==> config.mk <==
export PLATFORM = sky130hd
export DESIGN_NAME = pis_core
export DESIGN_NICKNAME = d
export VERILOG_FILES = /design/src/verilog/pis_pkg.sv /design/src/verilog/pis_core.sv
export SDC_FILE = /design/constraint.sdc
export NUM_CORES = 1
export LEC_CHECK = 0
export BUFFER_PORTS_ARGS = -buffer_cell sky130_fd_sc_hd__buf_2
export CAP_MARGIN = 30
export CELL_PAD_IN_SITES_DETAIL_PLACEMENT = 1
export CELL_PAD_IN_SITES_GLOBAL_PLACEMENT = 2
export CORE_ASPECT_RATIO = 1.2
export CORE_MARGIN = 3
export CORE_UTILIZATION = 31
export CTS_BUF_LIST = sky130_fd_sc_hd__clkbuf_4 sky130_fd_sc_hd__clkbuf_8 sky130_fd_sc_hd__clkbuf_16
export DETAILED_ROUTE_END_ITERATION = 10
export PLACE_DENSITY = 0.84
export SLEW_MARGIN = 20
export SYNTH_ARGS = -nofsm -noshare
export SYNTH_HDL_FRONTEND = slang
export SYNTH_SLANG_ARGS = --single-unit
==> constraint.sdc <==
create_clock -name clock -period 2 [get_ports clock]
set_clock_uncertainty 0.2 [all_clocks]
set_input_delay 0.3 -clock clock [delete_from_list [all_inputs] [get_ports clock]]
set_output_delay 0.3 -clock clock [all_outputs]
set_load 0.02 [all_outputs]
==> src/verilog/pis_pkg.sv <==
/*
 package of the phy interrupt and special status block: register indices,
 field positions, reset values, clear groups and timing figures.
 assumes one 16-bit management register word per 5-bit register index.
*/
package pis_pkg;
	localparam int unsigned DATA_W = 16;            // management word width
	localparam int unsigned ADDR_W = 5;             // register index width
	localparam int unsigned SPEED_W = 3;            // speed/duplex field width

	// register indices on the management interface
	localparam logic [4:0] REG_FLAGS = 5'h1d;       // interrupt_source_flags
	localparam logic [4:0] REG_MASK = 5'h1e;        // interrupt_mask
	localparam logic [4:0] REG_SPECIAL = 5'h1f;     // phy_special_control_status

	// flag byte layout: bits 7..1 are sources, bit 0 reserved
	localparam logic [7:0] SRC_BITS = 8'hfe;        // implemented flag bits
	localparam logic [7:0] FALL_CLR = 8'hee;        // sources released on falling edge
	localparam logic [7:0] REG1_CLR = 8'h30;        // released by basic status read
	localparam logic [7:0] REG6_CLR = 8'h06;        // released by expansion read, restart, link down
	localparam int unsigned BIT_ENERGY = 7;         // energy event position
	localparam int unsigned BIT_LINK = 4;           // link down position

	// special control/status fields
	localparam int unsigned BIT_AUTODONE = 12;      // auto-negotiation done
	localparam int unsigned BIT_CODER = 6;          // 4b/5b coder enable
	localparam int unsigned BIT_SCRAMBLE = 0;       // scrambler disable
	localparam int unsigned SPEED_LO = 2;           // speed field low bit
	localparam int unsigned SPEED_HI = 4;           // speed field high bit

	// reset values
	localparam logic [7:0] MASK_RST = 8'h00;        // all sources masked
	localparam logic CODER_RST = 1'b1;              // coder enabled
	localparam logic SCRAMBLE_RST = 1'b0;           // scrambling on
	localparam logic ENERGY_RST = 1'b1;             // energy assumed at start

	// timing
	localparam int unsigned CLOCK_MHZ = 100;        // core clock rate
	localparam int unsigned ENERGY_QUIET_MS = 256;  // quiet line interval

	// interrupt release modes
	typedef enum logic {
		PIS_MODE_PRIMARY,
		PIS_MODE_ALTERNATE
	} pis_irq_mode_t;
endpackage

==> src/verilog/pis_core.sv <==
/*
 phy interrupt flags, interrupt mask, special control/status and the
 active-low interrupt output, reached over a parallel register port.
 assumes the serial management framing sits outside and presents one-cycle
 read and write strobes with a register index, all synchronous to clock.
*/
`timescale 1ns/10ps
module pis_core #(
	parameter int unsigned ENERGY_QUIET_CYCLES =
		pis_pkg::ENERGY_QUIET_MS * 1000 * pis_pkg::CLOCK_MHZ
) (
	input  wire logic                        clock,
	input  wire logic                        rst_n,
	input  wire logic [pis_pkg::ADDR_W-1:0]  mgmt_addr,
	input  wire logic                        mgmt_rd,
	input  wire logic                        mgmt_wr,
	input  wire logic [pis_pkg::DATA_W-1:0]  mgmt_wdata,
	output logic      [pis_pkg::DATA_W-1:0]  mgmt_rdata,
	input  wire logic                        alternate_irq_mode_sel,
	input  wire logic                        line_energy_raw,
	input  wire logic                        aneg_complete,
	input  wire logic                        remote_fault,
	input  wire logic                        link_status,
	input  wire logic                        partner_ack,
	input  wire logic                        parallel_detect_fault,
	input  wire logic                        page_received,
	input  wire logic                        basic_status_read,
	input  wire logic                        expansion_read,
	input  wire logic                        aneg_restart,
	input  wire logic                        aneg_done,
	input  wire logic [pis_pkg::SPEED_W-1:0] resolved_speed_duplex,
	output logic                             irq_out_low,
	output logic                             line_energy_present,
	output logic                             coder_enable,
	output logic                             scramble_disable
);
	localparam int unsigned CNT_W = $clog2(ENERGY_QUIET_CYCLES + 1);  // quiet counter width
	localparam logic [CNT_W-1:0] QUIET_LAST = CNT_W'(ENERGY_QUIET_CYCLES - 1);

	pis_pkg::pis_irq_mode_t mode;       // current release mode
	logic [7:0]             src;        // live source levels, bit four inverted link
	logic [7:0]             src_q;      // sources one cycle ago
	logic [7:0]             rise;       // assert events
	logic [7:0]             fall;       // source releases
	logic [7:0]             prim_clr;   // primary mode release vector
	logic [7:0]             alt_clr;    // alternate mode release vector
	logic [7:0]             clr;        // release vector in force
	logic [7:0]             flags;      // latched source flags
	logic [7:0]             next_flags; // flags after this edge
	logic [7:0]             mask;       // source enables
	logic [CNT_W-1:0]       quiet_cnt;  // cycles without line energy
	logic                   rd_flags;   // read strobe on flag register
	logic                   wr_flags;   // write strobe on flag register
	logic                   rd_special; // read strobe on special register

	// register index match, shared by all strobes
	function automatic logic hit(input logic [4:0] a, input logic [4:0] idx);
		hit = (a == idx);
	endfunction

	assign rd_flags = mgmt_rd && hit(mgmt_addr, pis_pkg::REG_FLAGS);
	assign wr_flags = mgmt_wr && hit(mgmt_addr, pis_pkg::REG_FLAGS);
	assign rd_special = mgmt_rd && hit(mgmt_addr, pis_pkg::REG_SPECIAL);

	// mode follows the select input directly; reset does not touch it
	assign mode = alternate_irq_mode_sel ? pis_pkg::PIS_MODE_ALTERNATE
		: pis_pkg::PIS_MODE_PRIMARY;

	// link down is a falling link, so invert it to reuse rising logic
	assign src = {line_energy_present, aneg_complete, remote_fault, ~link_status,
		partner_ack, parallel_detect_fault, page_received, 1'b0};
	assign rise = src & ~src_q & pis_pkg::SRC_BITS;
	assign fall = ~src & src_q;

	// primary release: falling source, related reads, restart, link loss
	always_comb begin
		prim_clr = (fall & pis_pkg::FALL_CLR) | {8{rd_flags}};
		if (basic_status_read) begin
			prim_clr = prim_clr | pis_pkg::REG1_CLR;
		end
		if (expansion_read || aneg_restart || rise[pis_pkg::BIT_LINK]) begin
			prim_clr = prim_clr | pis_pkg::REG6_CLR;
		end
	end

	// alternate release: written one only where the source has gone away
	always_comb begin
		alt_clr = 8'h00;
		if (wr_flags) begin
			alt_clr = mgmt_wdata[7:0] & ~src;
		end
	end

	// both modes assert alike, only the release path differs
	assign clr = (mode == pis_pkg::PIS_MODE_ALTERNATE) ? alt_clr : prim_clr;
	// a new event beats a release in the same cycle
	assign next_flags = ((flags & ~clr) | rise) & pis_pkg::SRC_BITS;

	// source history for edge detection
	always_ff @(posedge clock or negedge rst_n) begin
		if (!rst_n) begin
			src_q <= 8'h00;  // energy starts high, so its flag sets at once
		end else begin
			src_q <= src;
		end
	end

	// latched flags, bits seven..one
	always_ff @(posedge clock or negedge rst_n) begin
		if (!rst_n) begin
			flags <= 8'h00;
		end else begin
			flags <= next_flags;
		end
	end

	// mask register, reserved bits stay zero
	always_ff @(posedge clock or negedge rst_n) begin
		if (!rst_n) begin
			mask <= pis_pkg::MASK_RST;
		end else if (mgmt_wr && hit(mgmt_addr, pis_pkg::REG_MASK)) begin
			mask <= mgmt_wdata[7:0] & pis_pkg::SRC_BITS;
		end
	end

	// special control bits; coder bypass is only sane in mii mode
	always_ff @(posedge clock or negedge rst_n) begin
		if (!rst_n) begin
			coder_enable <= pis_pkg::CODER_RST;
			scramble_disable <= pis_pkg::SCRAMBLE_RST;
		end else if (mgmt_wr && hit(mgmt_addr, pis_pkg::REG_SPECIAL)) begin
			coder_enable <= mgmt_wdata[pis_pkg::BIT_CODER];
			scramble_disable <= mgmt_wdata[pis_pkg::BIT_SCRAMBLE];
		end
	end

	// energy present until the line has been quiet for the full interval
	always_ff @(posedge clock or negedge rst_n) begin
		if (!rst_n) begin
			line_energy_present <= pis_pkg::ENERGY_RST;
			quiet_cnt <= '0;
		end else if (line_energy_raw) begin
			line_energy_present <= 1'b1;
			quiet_cnt <= '0;
		end else if (line_energy_present) begin
			if (quiet_cnt == QUIET_LAST) begin
				line_energy_present <= 1'b0;
				quiet_cnt <= '0;
			end else begin
				quiet_cnt <= quiet_cnt + 1'b1;
			end
		end
	end

	// interrupt pin; registered so it never glitches between flag updates
	always_ff @(posedge clock or negedge rst_n) begin
		if (!rst_n) begin
			irq_out_low <= 1'b1;
		end else begin
			irq_out_low <= ~|(flags & mask);
		end
	end

	// read data, taken the cycle of the strobe; other indices read zero
	always_ff @(posedge clock or negedge rst_n) begin
		if (!rst_n) begin
			mgmt_rdata <= '0;
		end else if (mgmt_rd) begin
			case (mgmt_addr)
				pis_pkg::REG_FLAGS: begin
					mgmt_rdata <= {8'h00, flags};  // value before any release
				end
				pis_pkg::REG_MASK: begin
					mgmt_rdata <= {8'h00, mask};
				end
				pis_pkg::REG_SPECIAL: begin
					// no release is driven from here
					mgmt_rdata <= '0;
					mgmt_rdata[pis_pkg::BIT_AUTODONE] <= aneg_done;
					mgmt_rdata[pis_pkg::BIT_CODER] <= coder_enable;
					mgmt_rdata[pis_pkg::SPEED_HI:pis_pkg::SPEED_LO] <= resolved_speed_duplex;
					mgmt_rdata[pis_pkg::BIT_SCRAMBLE] <= scramble_disable;
				end
				default: begin
					mgmt_rdata <= '0;
				end
			endcase
		end
	end

	// every assert event shows in its flag one edge later
	property p_flag_set;
		@(posedge clock) disable iff (!rst_n)
		(rise != 8'h00) |=> ((flags & $past(rise)) == $past(rise));
	endproperty
	a_flag_set: assert property (p_flag_set)
		else $error("source event did not latch its flag");

	// mask write lands in the implemented bits only
	property p_mask_write;
		@(posedge clock) disable iff (!rst_n)
		(mgmt_wr && mgmt_addr == pis_pkg::REG_MASK)
			|=> (mask == (pis_pkg::SRC_BITS & 8'($past(mgmt_wdata))));
	endproperty
	a_mask_write: assert property (p_mask_write)
		else $error("mask register write mismatch");

	// done bit and speed field reach the read data
	property p_special_read;
		@(posedge clock) disable iff (!rst_n)
		rd_special |=> (mgmt_rdata[pis_pkg::BIT_AUTODONE] == $past(aneg_done))
			&& (mgmt_rdata[pis_pkg::SPEED_HI:pis_pkg::SPEED_LO] == $past(resolved_speed_duplex));
	endproperty
	a_special_read: assert property (p_special_read)
		else $error("special status read data wrong");

	// a special read with nothing else going on leaves flags alone
	property p_special_no_clear;
		@(posedge clock) disable iff (!rst_n)
		(rd_special && !mgmt_wr && rise == 8'h00 && fall == 8'h00 && !basic_status_read
			&& !expansion_read && !aneg_restart) |=> (flags == $past(flags));
	endproperty
	a_special_no_clear: assert property (p_special_no_clear)
		else $error("special status read disturbed flags");

	// control bits follow a special write
	property p_special_write;
		@(posedge clock) disable iff (!rst_n)
		(mgmt_wr && mgmt_addr == pis_pkg::REG_SPECIAL)
			|=> (coder_enable == $past(mgmt_wdata[pis_pkg::BIT_CODER]))
			&& (scramble_disable == $past(mgmt_wdata[pis_pkg::BIT_SCRAMBLE]));
	endproperty
	a_special_write: assert property (p_special_write)
		else $error("special control write mismatch");

	// pin low one edge after an enabled flag, high one after none
	property p_irq_level;
		@(posedge clock) disable iff (!rst_n)
		((flags & mask) != 8'h00) |=> !irq_out_low;
	endproperty
	a_irq_level: assert property (p_irq_level)
		else $error("interrupt pin not low for enabled flag");

	property p_irq_idle;
		@(posedge clock) disable iff (!rst_n)
		((flags & mask) == 8'h00) |=> irq_out_low;
	endproperty
	a_irq_idle: assert property (p_irq_idle)
		else $error("interrupt pin low with no enabled flag");

	// primary mode: a flag read with no new event empties the flags
	property p_primary_read;
		@(posedge clock) disable iff (!rst_n)
		(!alternate_irq_mode_sel && rd_flags && rise == 8'h00) |=> (flags == 8'h00);
	endproperty
	a_primary_read: assert property (p_primary_read)
		else $error("primary flag read did not release flags");

	// alternate mode: a flag whose source still stands survives write-one
	property p_alt_hold;
		@(posedge clock) disable iff (!rst_n)
		(alternate_irq_mode_sel && wr_flags)
			|=> ((flags & $past(src) & $past(flags)) == ($past(src) & $past(flags)));
	endproperty
	a_alt_hold: assert property (p_alt_hold)
		else $error("alternate clear dropped a flag with live source");

	// energy drops only at the end of a full quiet count
	property p_energy_quiet;
		@(posedge clock) disable iff (!rst_n)
		$fell(line_energy_present) |-> ($past(quiet_cnt) == QUIET_LAST);
	endproperty
	a_energy_quiet: assert property (p_energy_quiet)
		else $error("energy status dropped early");

	// primary mode: link loss drops both negotiation flags unless they rise again
	property p_link_release;
		@(posedge clock) disable iff (!rst_n)
		(!alternate_irq_mode_sel && rise[pis_pkg::BIT_LINK] && (rise & pis_pkg::REG6_CLR) == 8'h00)
			|=> ((flags & pis_pkg::REG6_CLR) == 8'h00);
	endproperty
	a_link_release: assert property (p_link_release)
		else $error("link loss did not release negotiation flags");
endmodule

==> results.ini <==
[outcome]
status=finished clean

[sta]
relSlewSlack_pct=66.8
finalCriticalPeriod_ps=1940
hold_viol=0
setup_viol=0
max_freq_ghz=0.515
fin_crit_sh_pct=97.1
tightest_slew_ps=498
slew_violations=0
rsz0062_at_grt=yes

[worst_setup_path]
path_cells=nor4bb_4 -> nand4_1 -> o21ai_4 -> o22ai_2 -> a22o_1
crit_path_end_kind=flip-flop
cp_max_fo=6
crit_type=flip-flop to flip-flop
arrival_ps=1960
cp_slowest_cell=dfrtp_1
r2r_end=quiet_cnt[11]
reg2regPathDepth=5
critPathRequiredTime_ps=2010
worst_path_dominant_cell_family=simple AND/OR/NAND/NOR gates
cpPeakStageDelay_ps=420
critPathLaunchType=flip-flop
cp_num_buf_inv=0
r2r-start=quiet_cnt[22]
timing.reg2reg.setup_slack_ps=60

[min_path]
hold_class=input port to flip-flop
min_path_cells=2
hp-start=mgmt_wdata[0]
worstHoldEndpoint=scramble_disable

[floorplan]
fp.dieH_um=117
rows=39
io_pins=60
initial_core_util_pct=32.7
die_area_um2=11600
die_x_um=98.6
core_area_um2=9760

[power]
p_total_uw=3270
peakVddDrop_mv=0.409
power_density_nw_per_um2=752
leakagePower_uw=0.00195

[synth]
syn_inst=332
yosys.cell_types.count=58
synth.avg_cell_area_um2=9.62
synth_warnings=0
syn_area_um2=3190
async_flop_share_pct=100
synth-edff-count=0
synthFlopType=dfrtp_1
synth_seq_cells=59
yosysSeqAreaShare_pct=46.4

[global_route]
grt_pass1_vias=3269
antenna_found_initial=0
grt_pass1_wl_um=16600
track_usage_pct=18.3
grt_overflow=0
grt_max_degree=60

[job]
maxCapViolations=0

[place]
gp_congestion=0.822
placed_cell_area_um2=3800
dp.cells=525
dp_hpwl_um=7270
portBuffers=44

[clock_tree]
clockBufferDepth=2
clk_pin_slew_worst_paths_ps=50
cts_root_buf=clkbuf_16
cts_tree=done
insertion_delay_ps=330
numCtsBuffers=9
cts_max_level=3
cts_sinks=59

[finish]
antenna_cells=0
final_cell_mix=dfrtp_1, buf_4, buf_2
final_common_cell=dfrtp_1
fillerInstances=1142
final_nets=471
drive_gt1_share_pct=35.4
syn_to_final_growth_pct=36.2
fin_cells=558
fin_area_um2=4350

[route]
first_pass_iters=4
routedWlPerCell_um=18.4
via_count=3033
viasPerCell=5.44
postRouteAntennaNets=0
drt-initial-drc-count=113
routed_wl_um=10300
drc_errors=0

cells in the mapped netlist (3+ instances only):
cell | number | share of area (%)
dfrtp_1 | 56 | 44
nand2_1 | 37 | 4.3
nor2_1 | 24 | 2.8
nand3_1 | 16 | 2.5
inv_1 | 15 | 1.8
o22ai_1 | 15 | 2.9
a21oi_1 | 14 | 2.2
mux2_2 | 14 | 4.9
a22oi_1 | 11 | 2.6
o21ai_0 | 11 | 1.7
and3_1 | 10 | 2.0
clkbuf_1 | 10 | 1.2
buf_4 | 7 | 1.6
nor3_1 | 7 | 1.1
and4_1 | 6 | 1.6
nand4_1 | 6 | 1.2
nand2b_1 | 5 | 0.98
o211ai_1 | 5 | 1.2
xor2_1 | 5 | 1.4
nor2b_1 | 4 | 0.78
nor4_1 | 4 | 0.78
dfstp_2 | 3 | 2.5
o41ai_1 | 3 | 0.82
metrics by stage:
| stage | hold WS, ps | util [%] | setup slack, ps | setup TNS (ps) |
|---|---|---|---|---|
| after floorplan | -196 | - | 36.1 | 0 |
| after global placement | 135 | 38.9 | 38.6 | 0 |
| after detailed placement | 140 | 38.9 | -67.9 | -81.4 |
| after CTS | 3.93 | 43.0 | 15.6 | 0 |
| after global routing | 19.6 | 44.6 | -91.8 | -195 |
| final | 14.2 | 44.6 | 57.6 | 0 |
state kept, by name (all words and copies together), names as in the netlist:
register,flops
quiet_cnt,25
mgmt_rdata,9
flags,7
mask,7
src_q,7
coder_enable,1
irq_out_low,1
line_energy_present,1
scramble_disable,1
worst register-to-register path, delay by kind of cell (launching register included):
kind               cells  cell delay (ps)
AOI/OAI and AO/OA      3              600
and+or+nand+nor        2              610
DFF                    1              420
per-layer routing:
layer | wire, um | share of wire (%) | vias up | GRT usage (%)
li1 | - | - | 1420 | -
met4 | 239 | 2.3 | 0 | 8.74
met1 | 4030 | 39 | 1526 | 20.8
met2 | 5600 | 55 | 69 | 33.8
met3 | 408 | 4.0 | 18 | 2.73
met5 | 0 | 0 | - | 0
logic make-up after synthesis:
logic type	synth area share, %
muxes	5.25
DFF	46.4
and+or+nand+nor	23.7
xor gates and xnor gates	1.65
adders and majority gates	0.392
other	0.117
buffers and inverters	5.25
AOI/OAI and AO/OA	17.2
worst max path at each step:
stage	from	depth (start not counted)	end
after floorplan	line_energy_present	5	quiet_cnt[21]
after global placement	quiet_cnt[12]	5	quiet_cnt[14]
after detailed placement	quiet_cnt[12]	5	quiet_cnt[14]
after CTS	quiet_cnt[1]	6	quiet_cnt[16]
after global routing	quiet_cnt[6]	6	quiet_cnt[15]
final	quiet_cnt[22]	5	quiet_cnt[11]
cell type report:
type / instances / area [um2] / area share [%]
Clock inverter: 3 / 40.0 / 0.921
Sequential cell: 59 / 1490 / 34.2
Tap cell: 123 / 154 / 3.54
Multi-Input combinational cell: 244 / 1670 / 38.5
Timing Repair Buffer: 101 / 678 / 15.6
Inverter: 15 / 56.3 / 1.29
Clock buffer: 13 / 262 / 6.01
repair_timing:
| action | CTS | global route |
|---|---|---|
| hold buffers | 7 | 0 |
| resized for setup | 5 | 20 |
| setup buffers | 0 | 10 |
| endpoints found under the hold margin | 62 | 0 |
| pin swaps | 2 | 10 |
| setup endpoints to repair | 11 | 14 |
report_power, final:
part           internal, uW  switching, uW  leakage (uW)
combinational           155            195       0.00104
sequential             1280           64.3      0.000757
clock                  1040            543      0.000154
total                  2470            801       0.00195
No activity file was read; power rests on OpenSTA's default activity.
